**src/shared/pmsvs_pkg.sv**
```systemverilog
// register map and constants for the sleep voltage and shutdown registers
package pmsvs_pkg;
    localparam int CODE_WIDTH = 7;
    localparam int REG_WIDTH = 8;
    // register offsets
    localparam logic [7:0] OFFSET_SHUTDOWN = 8'h91;
    localparam logic [7:0] OFFSET_RAIL1_SLEEP = 8'h92;
    localparam logic [7:0] OFFSET_RAIL2_SLEEP = 8'h93;
    localparam logic [7:0] OFFSET_RAIL4_NORMAL = 8'h94;
    localparam logic [7:0] OFFSET_RAIL4_SLEEP = 8'h95;
    // field positions
    localparam int FORCE_SHUTDOWN_POS = 0;
    localparam int SLEEP_ENABLE_POS = 0;
    localparam int DECAY_SELECT_POS = 0;
    localparam int CODE_LSB = 1;
    localparam int CODE_MSB = 7;
    // values after reset
    localparam logic [7:0] RESET_SHUTDOWN = 8'h00;
    localparam logic [7:0] RESET_RAIL_REG = 8'h00;
    localparam logic [6:0] RESET_CODE = 7'h00;
endpackage

```
**src/design/pmsvs_regs.sv**
```systemverilog
// sleep voltage, rail four voltage and emergency shutdown registers
`timescale 1ns/10ps
module pmsvs_regs #(
    parameter bit RAIL1_USES_SECOND_PIN = 1'b0,
    parameter bit RAIL2_USES_SECOND_PIN = 1'b1
) (
    // clock and reset
    input wire logic clk_sys,
    input wire logic reset_n,
    // register access from the serial-bus slave
    input wire logic [7:0] reg_addr,
    input wire logic reg_write,
    input wire logic reg_read,
    input wire logic [7:0] reg_wdata,
    output logic [7:0] reg_rdata,
    output logic reg_ack,
    // sleep-select pins
    input wire logic first_sleep_select_pin,
    input wire logic second_sleep_select_pin,
    // normal codes of rails one and two
    input wire logic [6:0] rail1_normal_voltage_code,
    input wire logic [6:0] rail2_normal_voltage_code,
    // selected targets of rails one and two
    output logic [6:0] rail1_target_code,
    output logic [6:0] rail2_target_code,
    output logic rail1_in_sleep,
    output logic rail2_in_sleep,
    // rail four settings
    output logic [6:0] rail4_normal_voltage_code,
    output logic rail4_decay_select,
    output logic [6:0] rail4_sleep_voltage_code,
    // device-wide shutdown
    output logic emergency_shutdown
);
    logic [7:0] rail1_ctrl;
    logic [7:0] rail2_ctrl;
    logic [7:0] rail4_normal;
    logic [6:0] rail4_sleep;
    logic [1:0] pins_sync;
    logic [7:0] next_rdata;
    logic [6:0] next_rail1_target;
    logic [6:0] next_rail2_target;

    pmsvs_sync #(
        .WIDTH(2)
    ) u_sync (
        .clk_sys(clk_sys),
        .reset_n(reset_n),
        .async_in({second_sleep_select_pin, first_sleep_select_pin}),
        .sync_out(pins_sync)
    );

    // address decode
    wire hit_shutdown = reg_addr == pmsvs_pkg::OFFSET_SHUTDOWN;
    wire hit_rail1 = reg_addr == pmsvs_pkg::OFFSET_RAIL1_SLEEP;
    wire hit_rail2 = reg_addr == pmsvs_pkg::OFFSET_RAIL2_SLEEP;
    wire hit_rail4_normal = reg_addr == pmsvs_pkg::OFFSET_RAIL4_NORMAL;
    wire hit_rail4_sleep = reg_addr == pmsvs_pkg::OFFSET_RAIL4_SLEEP;
    wire hit_any = hit_shutdown | hit_rail1 | hit_rail2 | hit_rail4_normal
        | hit_rail4_sleep;
    wire write_ok = reg_write & ~emergency_shutdown;
    wire shutdown_write = write_ok & hit_shutdown
        & reg_wdata[pmsvs_pkg::FORCE_SHUTDOWN_POS];
    assign reg_ack = (reg_write | reg_read) & hit_any
        & ~shutdown_write;

    // read mux
    assign next_rdata =
        hit_shutdown ? {7'h00, emergency_shutdown} :
        hit_rail1 ? rail1_ctrl :
        hit_rail2 ? rail2_ctrl :
        hit_rail4_normal ? rail4_normal :
        hit_rail4_sleep ? {rail4_sleep, 1'b0} :
        8'h00;

    // sleep pin choice and code selection
    wire rail1_pin = RAIL1_USES_SECOND_PIN
        ? pins_sync[1] : pins_sync[0];
    wire rail2_pin = RAIL2_USES_SECOND_PIN
        ? pins_sync[1] : pins_sync[0];
    wire rail1_sleep_now = rail1_ctrl[pmsvs_pkg::SLEEP_ENABLE_POS]
        & ~rail1_pin;
    wire rail2_sleep_now = rail2_ctrl[pmsvs_pkg::SLEEP_ENABLE_POS]
        & ~rail2_pin;
    assign next_rail1_target = rail1_sleep_now
        ? rail1_ctrl[pmsvs_pkg::CODE_MSB:pmsvs_pkg::CODE_LSB]
        : rail1_normal_voltage_code;
    assign next_rail2_target = rail2_sleep_now
        ? rail2_ctrl[pmsvs_pkg::CODE_MSB:pmsvs_pkg::CODE_LSB]
        : rail2_normal_voltage_code;

    // rail four fields
    assign rail4_normal_voltage_code =
        rail4_normal[pmsvs_pkg::CODE_MSB:pmsvs_pkg::CODE_LSB];
    assign rail4_decay_select =
        rail4_normal[pmsvs_pkg::DECAY_SELECT_POS];
    assign rail4_sleep_voltage_code = rail4_sleep;

    // force-shutdown bit, pulses for one cycle
    always_ff @(posedge clk_sys or negedge reset_n)
    begin
        if (!reset_n)
            emergency_shutdown <= 1'b0;
        else
            emergency_shutdown <= shutdown_write;
    end

    // storage, cleared by the shutdown
    always_ff @(posedge clk_sys or negedge reset_n)
    begin
        if (!reset_n)
        begin
            rail1_ctrl <= pmsvs_pkg::RESET_RAIL_REG;
            rail2_ctrl <= pmsvs_pkg::RESET_RAIL_REG;
            rail4_normal <= pmsvs_pkg::RESET_RAIL_REG;
            rail4_sleep <= pmsvs_pkg::RESET_CODE;
        end
        else if (emergency_shutdown)
        begin
            rail1_ctrl <= pmsvs_pkg::RESET_RAIL_REG;
            rail2_ctrl <= pmsvs_pkg::RESET_RAIL_REG;
            rail4_normal <= pmsvs_pkg::RESET_RAIL_REG;
            rail4_sleep <= pmsvs_pkg::RESET_CODE;
        end
        else if (write_ok)
        begin
            if (hit_rail1)
                rail1_ctrl <= reg_wdata;
            if (hit_rail2)
                rail2_ctrl <= reg_wdata;
            if (hit_rail4_normal)
                rail4_normal <= reg_wdata;
            if (hit_rail4_sleep)
                rail4_sleep <= reg_wdata[7:1];
        end
    end

    // targets and read data
    always_ff @(posedge clk_sys or negedge reset_n)
    begin
        if (!reset_n)
        begin
            rail1_target_code <= pmsvs_pkg::RESET_CODE;
            rail2_target_code <= pmsvs_pkg::RESET_CODE;
            rail1_in_sleep <= 1'b0;
            rail2_in_sleep <= 1'b0;
            reg_rdata <= pmsvs_pkg::RESET_SHUTDOWN;
        end
        else
        begin
            rail1_target_code <= next_rail1_target;
            rail2_target_code <= next_rail2_target;
            rail1_in_sleep <= rail1_sleep_now;
            rail2_in_sleep <= rail2_sleep_now;
            if (reg_read)
                reg_rdata <= next_rdata;
        end
    end

    // checks
    property p_shutdown_clears;
        @(posedge clk_sys) disable iff (!reset_n)
        shutdown_write |=> emergency_shutdown ##1 (rail1_ctrl == 8'h00
            && rail2_ctrl == 8'h00 && rail4_normal == 8'h00);
    endproperty
    a_shutdown_clears: assert property (p_shutdown_clears)
        else $error("shutdown did not clear registers");

    property p_zero_no_action;
        @(posedge clk_sys) disable iff (!reset_n)
        (reg_write && hit_shutdown && !reg_wdata[0]) |=> !emergency_shutdown;
    endproperty
    a_zero_no_action: assert property (p_zero_no_action)
        else $error("writing zero started a shutdown");

    property p_self_clear;
        @(posedge clk_sys) disable iff (!reset_n)
        emergency_shutdown |=> !emergency_shutdown;
    endproperty
    a_self_clear: assert property (p_self_clear)
        else $error("force-shutdown bit stayed set");

    property p_no_ack;
        @(posedge clk_sys) disable iff (!reset_n)
        (reg_write && hit_shutdown && reg_wdata[0] && !emergency_shutdown)
            |-> !reg_ack;
    endproperty
    a_no_ack: assert property (p_no_ack)
        else $error("shutdown write was acknowledged");

    property p_reserved_zero;
        @(posedge clk_sys) disable iff (!reset_n)
        (reg_read && hit_shutdown) |=> reg_rdata[7:1] == 7'h00;
    endproperty
    a_reserved_zero: assert property (p_reserved_zero)
        else $error("shutdown reserved bits read nonzero");

    property p_rail1_sleep;
        @(posedge clk_sys) disable iff (!reset_n)
        (rail1_ctrl[0] && !rail1_pin)
            |=> rail1_target_code == $past(rail1_ctrl[7:1]) && rail1_in_sleep;
    endproperty
    a_rail1_sleep: assert property (p_rail1_sleep)
        else $error("rail one did not take its sleep code");

    property p_rail1_normal;
        @(posedge clk_sys) disable iff (!reset_n)
        !rail1_ctrl[0]
            |=> rail1_target_code == $past(rail1_normal_voltage_code);
    endproperty
    a_rail1_normal: assert property (p_rail1_normal)
        else $error("rail one left its normal code while disabled");

    property p_rail2_pin;
        @(posedge clk_sys) disable iff (!reset_n)
        (rail2_ctrl[0] && rail2_pin)
            |=> rail2_target_code == $past(rail2_normal_voltage_code)
            && !rail2_in_sleep;
    endproperty
    a_rail2_pin: assert property (p_rail2_pin)
        else $error("rail two slept with its pin high");

    property p_rail4_sleep_read;
        @(posedge clk_sys) disable iff (!reset_n)
        (reg_read && hit_rail4_sleep)
            |=> reg_rdata == {$past(rail4_sleep), 1'b0};
    endproperty
    a_rail4_sleep_read: assert property (p_rail4_sleep_read)
        else $error("rail four sleep register read wrong");

    property p_rail4_write;
        @(posedge clk_sys) disable iff (!reset_n)
        (write_ok && hit_rail4_normal) |=> {rail4_normal_voltage_code,
            rail4_decay_select} == $past(reg_wdata);
    endproperty
    a_rail4_write: assert property (p_rail4_write)
        else $error("rail four write not stored");
endmodule

```
**src/design/pmsvs_sync.sv**
```systemverilog
// two-stage synchroniser for the sleep-select pins
`timescale 1ns/10ps
module pmsvs_sync #(
    parameter int WIDTH = 2
) (
    // clock and reset
    input wire logic clk_sys,
    input wire logic reset_n,
    // pins and synchronised levels
    input wire logic [WIDTH-1:0] async_in,
    output logic [WIDTH-1:0] sync_out
);
    logic [WIDTH-1:0] stage1;

    always_ff @(posedge clk_sys or negedge reset_n)
    begin
        if (!reset_n)
        begin
            stage1 <= '0;
            sync_out <= '0;
        end
        else
        begin
            stage1 <= async_in;
            sync_out <= stage1;
        end
    end
endmodule

```
**config.mk**
```make
export PLATFORM = sky130hd
export DESIGN_NAME = pmsvs_regs
export DESIGN_NICKNAME = d
export VERILOG_FILES = /design/src/shared/pmsvs_pkg.sv /design/src/design/pmsvs_regs.sv /design/src/design/pmsvs_sync.sv
export SDC_FILE = /design/constraint.sdc
export NUM_CORES = 1
export LEC_CHECK = 0
export ABC_AREA = 1
export BUFFER_PORTS_ARGS = -buffer_cell sky130_fd_sc_hd__buf_2
export CORE_MARGIN = 4
export CORE_UTILIZATION = 45
export DETAILED_ROUTE_END_ITERATION = 12
export PLACE_DENSITY = 0.8
export SLEW_MARGIN = 10
export SYNTH_ARGS = -nofsm -noshare
export SYNTH_HDL_FRONTEND = slang
export SYNTH_SLANG_ARGS = --single-unit
```
**constraint.sdc**
```tcl
create_clock -name clk_sys -period 1.4 [get_ports clk_sys]
set_clock_uncertainty 0.15 [all_clocks]
set_input_delay 0.14 -clock clk_sys [delete_from_list [all_inputs] [get_ports clk_sys]]
set_output_delay 0.14 -clock clk_sys [all_outputs]
set_load 0.02 [all_outputs]
```
==> metrics.md <==
| Metric | Value |
|---|---|
| Peak supply drop | `~0.57 mV` |
| Failing checks | `negative hold slack, negative setup slack` |
| Layout Utilization | `64.7%` |
| LEAKAGE | `~2.1 nW` |
| Max Fclk | `620 MHz` |
| Combinational power share | `12.3%` |
| Final Hold Viols | `1` |
| Tmin final | `approximately 1.6 ns` |
| Measured slew at the worst slew-check pin | `0.332 ns` |
| Critical path capture point type | `output pin` |
| Largest cells by area after synthesis | `dfrtp_1 55%, nand2_1 16%, o21ai_2 4.8%` |
| Final setup TNS | `-0.213 ns` |
| Clock network power share | `roughly 40%` |
| Port Buffers | `76` |
| DRC Markers | `0` |
| DRT iter0 DRCs | `182` |
| Switching part of the total | `26.2%` |
| Worst EP required | `1.11 ns` |
| CTS tree | `yes` |
| Clk buf depth | `2` |
| Relative slew margins | `77.8%` |
| Fin crit share | `115%` |
| Syn-to-layout area delta | `39.3%` |
| Via density | `5.10` |
| Initial antenna violation count | `0` |
| Synth warnings | `0` |
| Overall Global Routing Usage | `approximately 21%` |
| Total gr overflow | `0` |
| Power share of the sequential group | `around 48%` |
| Asr flop ratio synth | `100%` |
| Sw power | `roughly 1.0 mW` |
| Clk Latency, worst-skew pair | `about 0.34 ns` |
| Clock sinks | `60` |
| Max_cap viols | `0` |
| Total power | `3.98 mW` |
| CTS H-Tree Depth | `3` |
| Die W | `between 80 and 90 microns` |
| Clock transition at path regs | `~0.07 ns` |
| Final Worst Setup Slack | `-0.213 ns` |
| Vias in the first global route | `2505` |
| #FFs+latches synth | `60` |
| Smallest hold slack | `-0.0691 ns` |
| Worst endpoint data arrival time | `~1.3 ns` |
| Commonest cells in the synthesized netlist | `120 x nand2_1, 60 x dfrtp_1, 25 x nand3_1, 22 x o21ai_1, 19 x nor2_1` |
| Syn Nets | `348` |
| Cell area after synthesis | `~2700 sq um` |
| # setup viols final | `1` |
| Die span in y | `86.2 microns` |
| Final Max Tran Viols | `0` |
| Hold_buf cts | `17` |
| Post-Synthesis Cells | `312` |
| Final HPWL DP | `a little over 5000 microns` |
| First drt pass iteration count | `5` |
| Core Footprint | `5920 sq um` |
| Startpoint types | `flop` |
| PwrDens | `about 1000 nW/um^2` |
| Dominant cell type by area after synthesis | `dfrtp_1` |
| Kind of critical path | `reg2out` |
| Wirelength per Cell | `about 15 microns` |
| Post-route ant nets | `0` |
| Register-to-register setup slack | `0 ns` |
| First-pass GRT wire length | `around 12000 microns` |
| Vias post-DR | `roughly 2.6k` |
| Largest net degree at the start of global routing | `slightly above 60` |
| Most common cell in the netlist | `nand2_1` |
| Fill cells | `roughly 490` |
| Final wirelength | `around 8000 microns` |
| Top flip-flop cell by instance count after synthesis | `dfrtp_1` |
| Initial Utilization | `between 40% and 50%` |
| Share of cells above drive strength 1 | `37.2%` |
| Row cnt | `28` |
| # IOs | `between 70 and 80` |
| CP Max Fanout | `2` |
| CTS root buf | `clkbuf_8` |
| Syn Area/Cell | `around 9 sq um` |
| Number of antenna diodes | `0` |
| Synth top area share | `between 50% and 60%` |
| Post-synthesis sequential area ratio | `54.6%` |
| Die area | `around 7400 sq um` |
| Nets | `about 470` |
| HP Class | `in2reg` |
| Status | `finished with violations` |
| Final Wtd Congestion | `~0.89` |
| P_int | `2.93 mW` |
| EDFF count, synth | `0` |
| RSZ-0062 raised after global routing | `yes` |
| Netlist cell types | `17` |
| TritonCTS Buffers | `9` |
## cell families after synthesis
logic type	share of synthesized area [%]
buffers and inverters	4.51
DFF	54.6
AOI/OAI and AO/OA	9.15
and+or+nand+nor	31.7
## final timing paths
kind,from,end,cells after the start
max,emergency_shutdown,reg_ack,5
min,reg_wdata[0],emergency_shutdown,3
max reg2reg,emergency_shutdown,rail4_normal[4],5
min reg2reg,u_sync.stage1[0],u_sync.sync_out[0],0
max in group asynchronous,reset_n,emergency_shutdown,3
min in group asynchronous,reset_n,reg_rdata[2],3
## critical path, stage by stage, from the launching register on
cell and delay, ns:
dfrtp_2 0.43, inv_2 0.09, nand2_4 0.06, nor3_4 0.21, nor3_4 0.05, buf_6 0.13
## flip-flops by register name, indices dropped and copies added (netlist names), 7 cells and up
register / count
rail1_target_code: 7
reg_rdata: 8
rail4_sleep_voltage_code: 7
rail1_ctrl: 8
rail2_target_code: 7
rail4_normal: 8
rail2_ctrl: 8
## layer usage
metal / GRT usage, % / share of wire [%]
met1: 26.2 / 39
met2: 36.3 / 50
met3: 6.34 / 9.3
met4: 7.05 / 1.9
met5: 0 / 0
## power by group through the flow
stage | sequential, mW | combinational, mW | clock (mW)
after floorplan | 1.98 | 0.171 | 0
after global placement | 1.92 | 0.430 | 0
after detailed placement | 1.92 | 0.444 | 0
after CTS | 1.89 | 0.487 | 1.61
after global routing | 1.90 | 0.539 | 1.71
final | 1.89 | 0.489 | 1.59
## stage by stage
step	instances	setup WS, ns	cell area (sq um)	hold slack (ns)
6_report	510	-0.213	3830	-0.0691
5_1_grt	510	-0.270	3830	-0.0692
4_1_cts	509	-0.214	3780	-0.0811
3_5_place_dp	474	-0.225	3360	0.0179
3_3_place_gp	474	-0.166	3360	0.0119
2_1_floorplan	312	0.0179	2760	-0.306
## repair_timing
| action | in CTS | in global routing |
|---|---|---|
| gates resized for setup | 7 | 3 |
| pin swaps | 3 | 3 |
| gates cloned | 0 | 1 |
| endpoints found under the hold margin | 77 | 1 |
| setup buffers | 2 | 3 |
| setup endpoints to repair | 8 | 25 |
## cells in the final DEF, fill, tap and decap left out, types with 2 or more instances in the layout
cell type      instances
nand2_1              117
buf_2                 75
dfrtp_1               59
nand3_1               25
o21ai_1               22
nor2_1                19
dlygate4sd3_1         17
o21ai_2               15
buf_4                 14
inv_1                 11
nand2_2               11
clkbuf_8              11
nor2_4                 7
nor2_2                 6
buf_12                 6
inv_2                  3
nand2_4                3
nor3_4                 2
o21ai_0                2
clkinv_2               2
buf_6                  2
## layout make-up
| type | count | area, sq um | share of cell area (%) |
|---|---|---|---|
| tap | 75 | 93.8 | 2.45 |
| clock buffer | 12 | 155 | 4.05 |
| timing repair buffer | 115 | 818 | 21.4 |
| multi-input combinational | 230 | 1160 | 30.3 |
| inverter | 14 | 52.6 | 1.37 |
| clock inverter | 4 | 47.5 | 1.24 |
| sequential | 60 | 1500 | 39.2 |
Note: power is estimated with default switching activity, not from simulation.
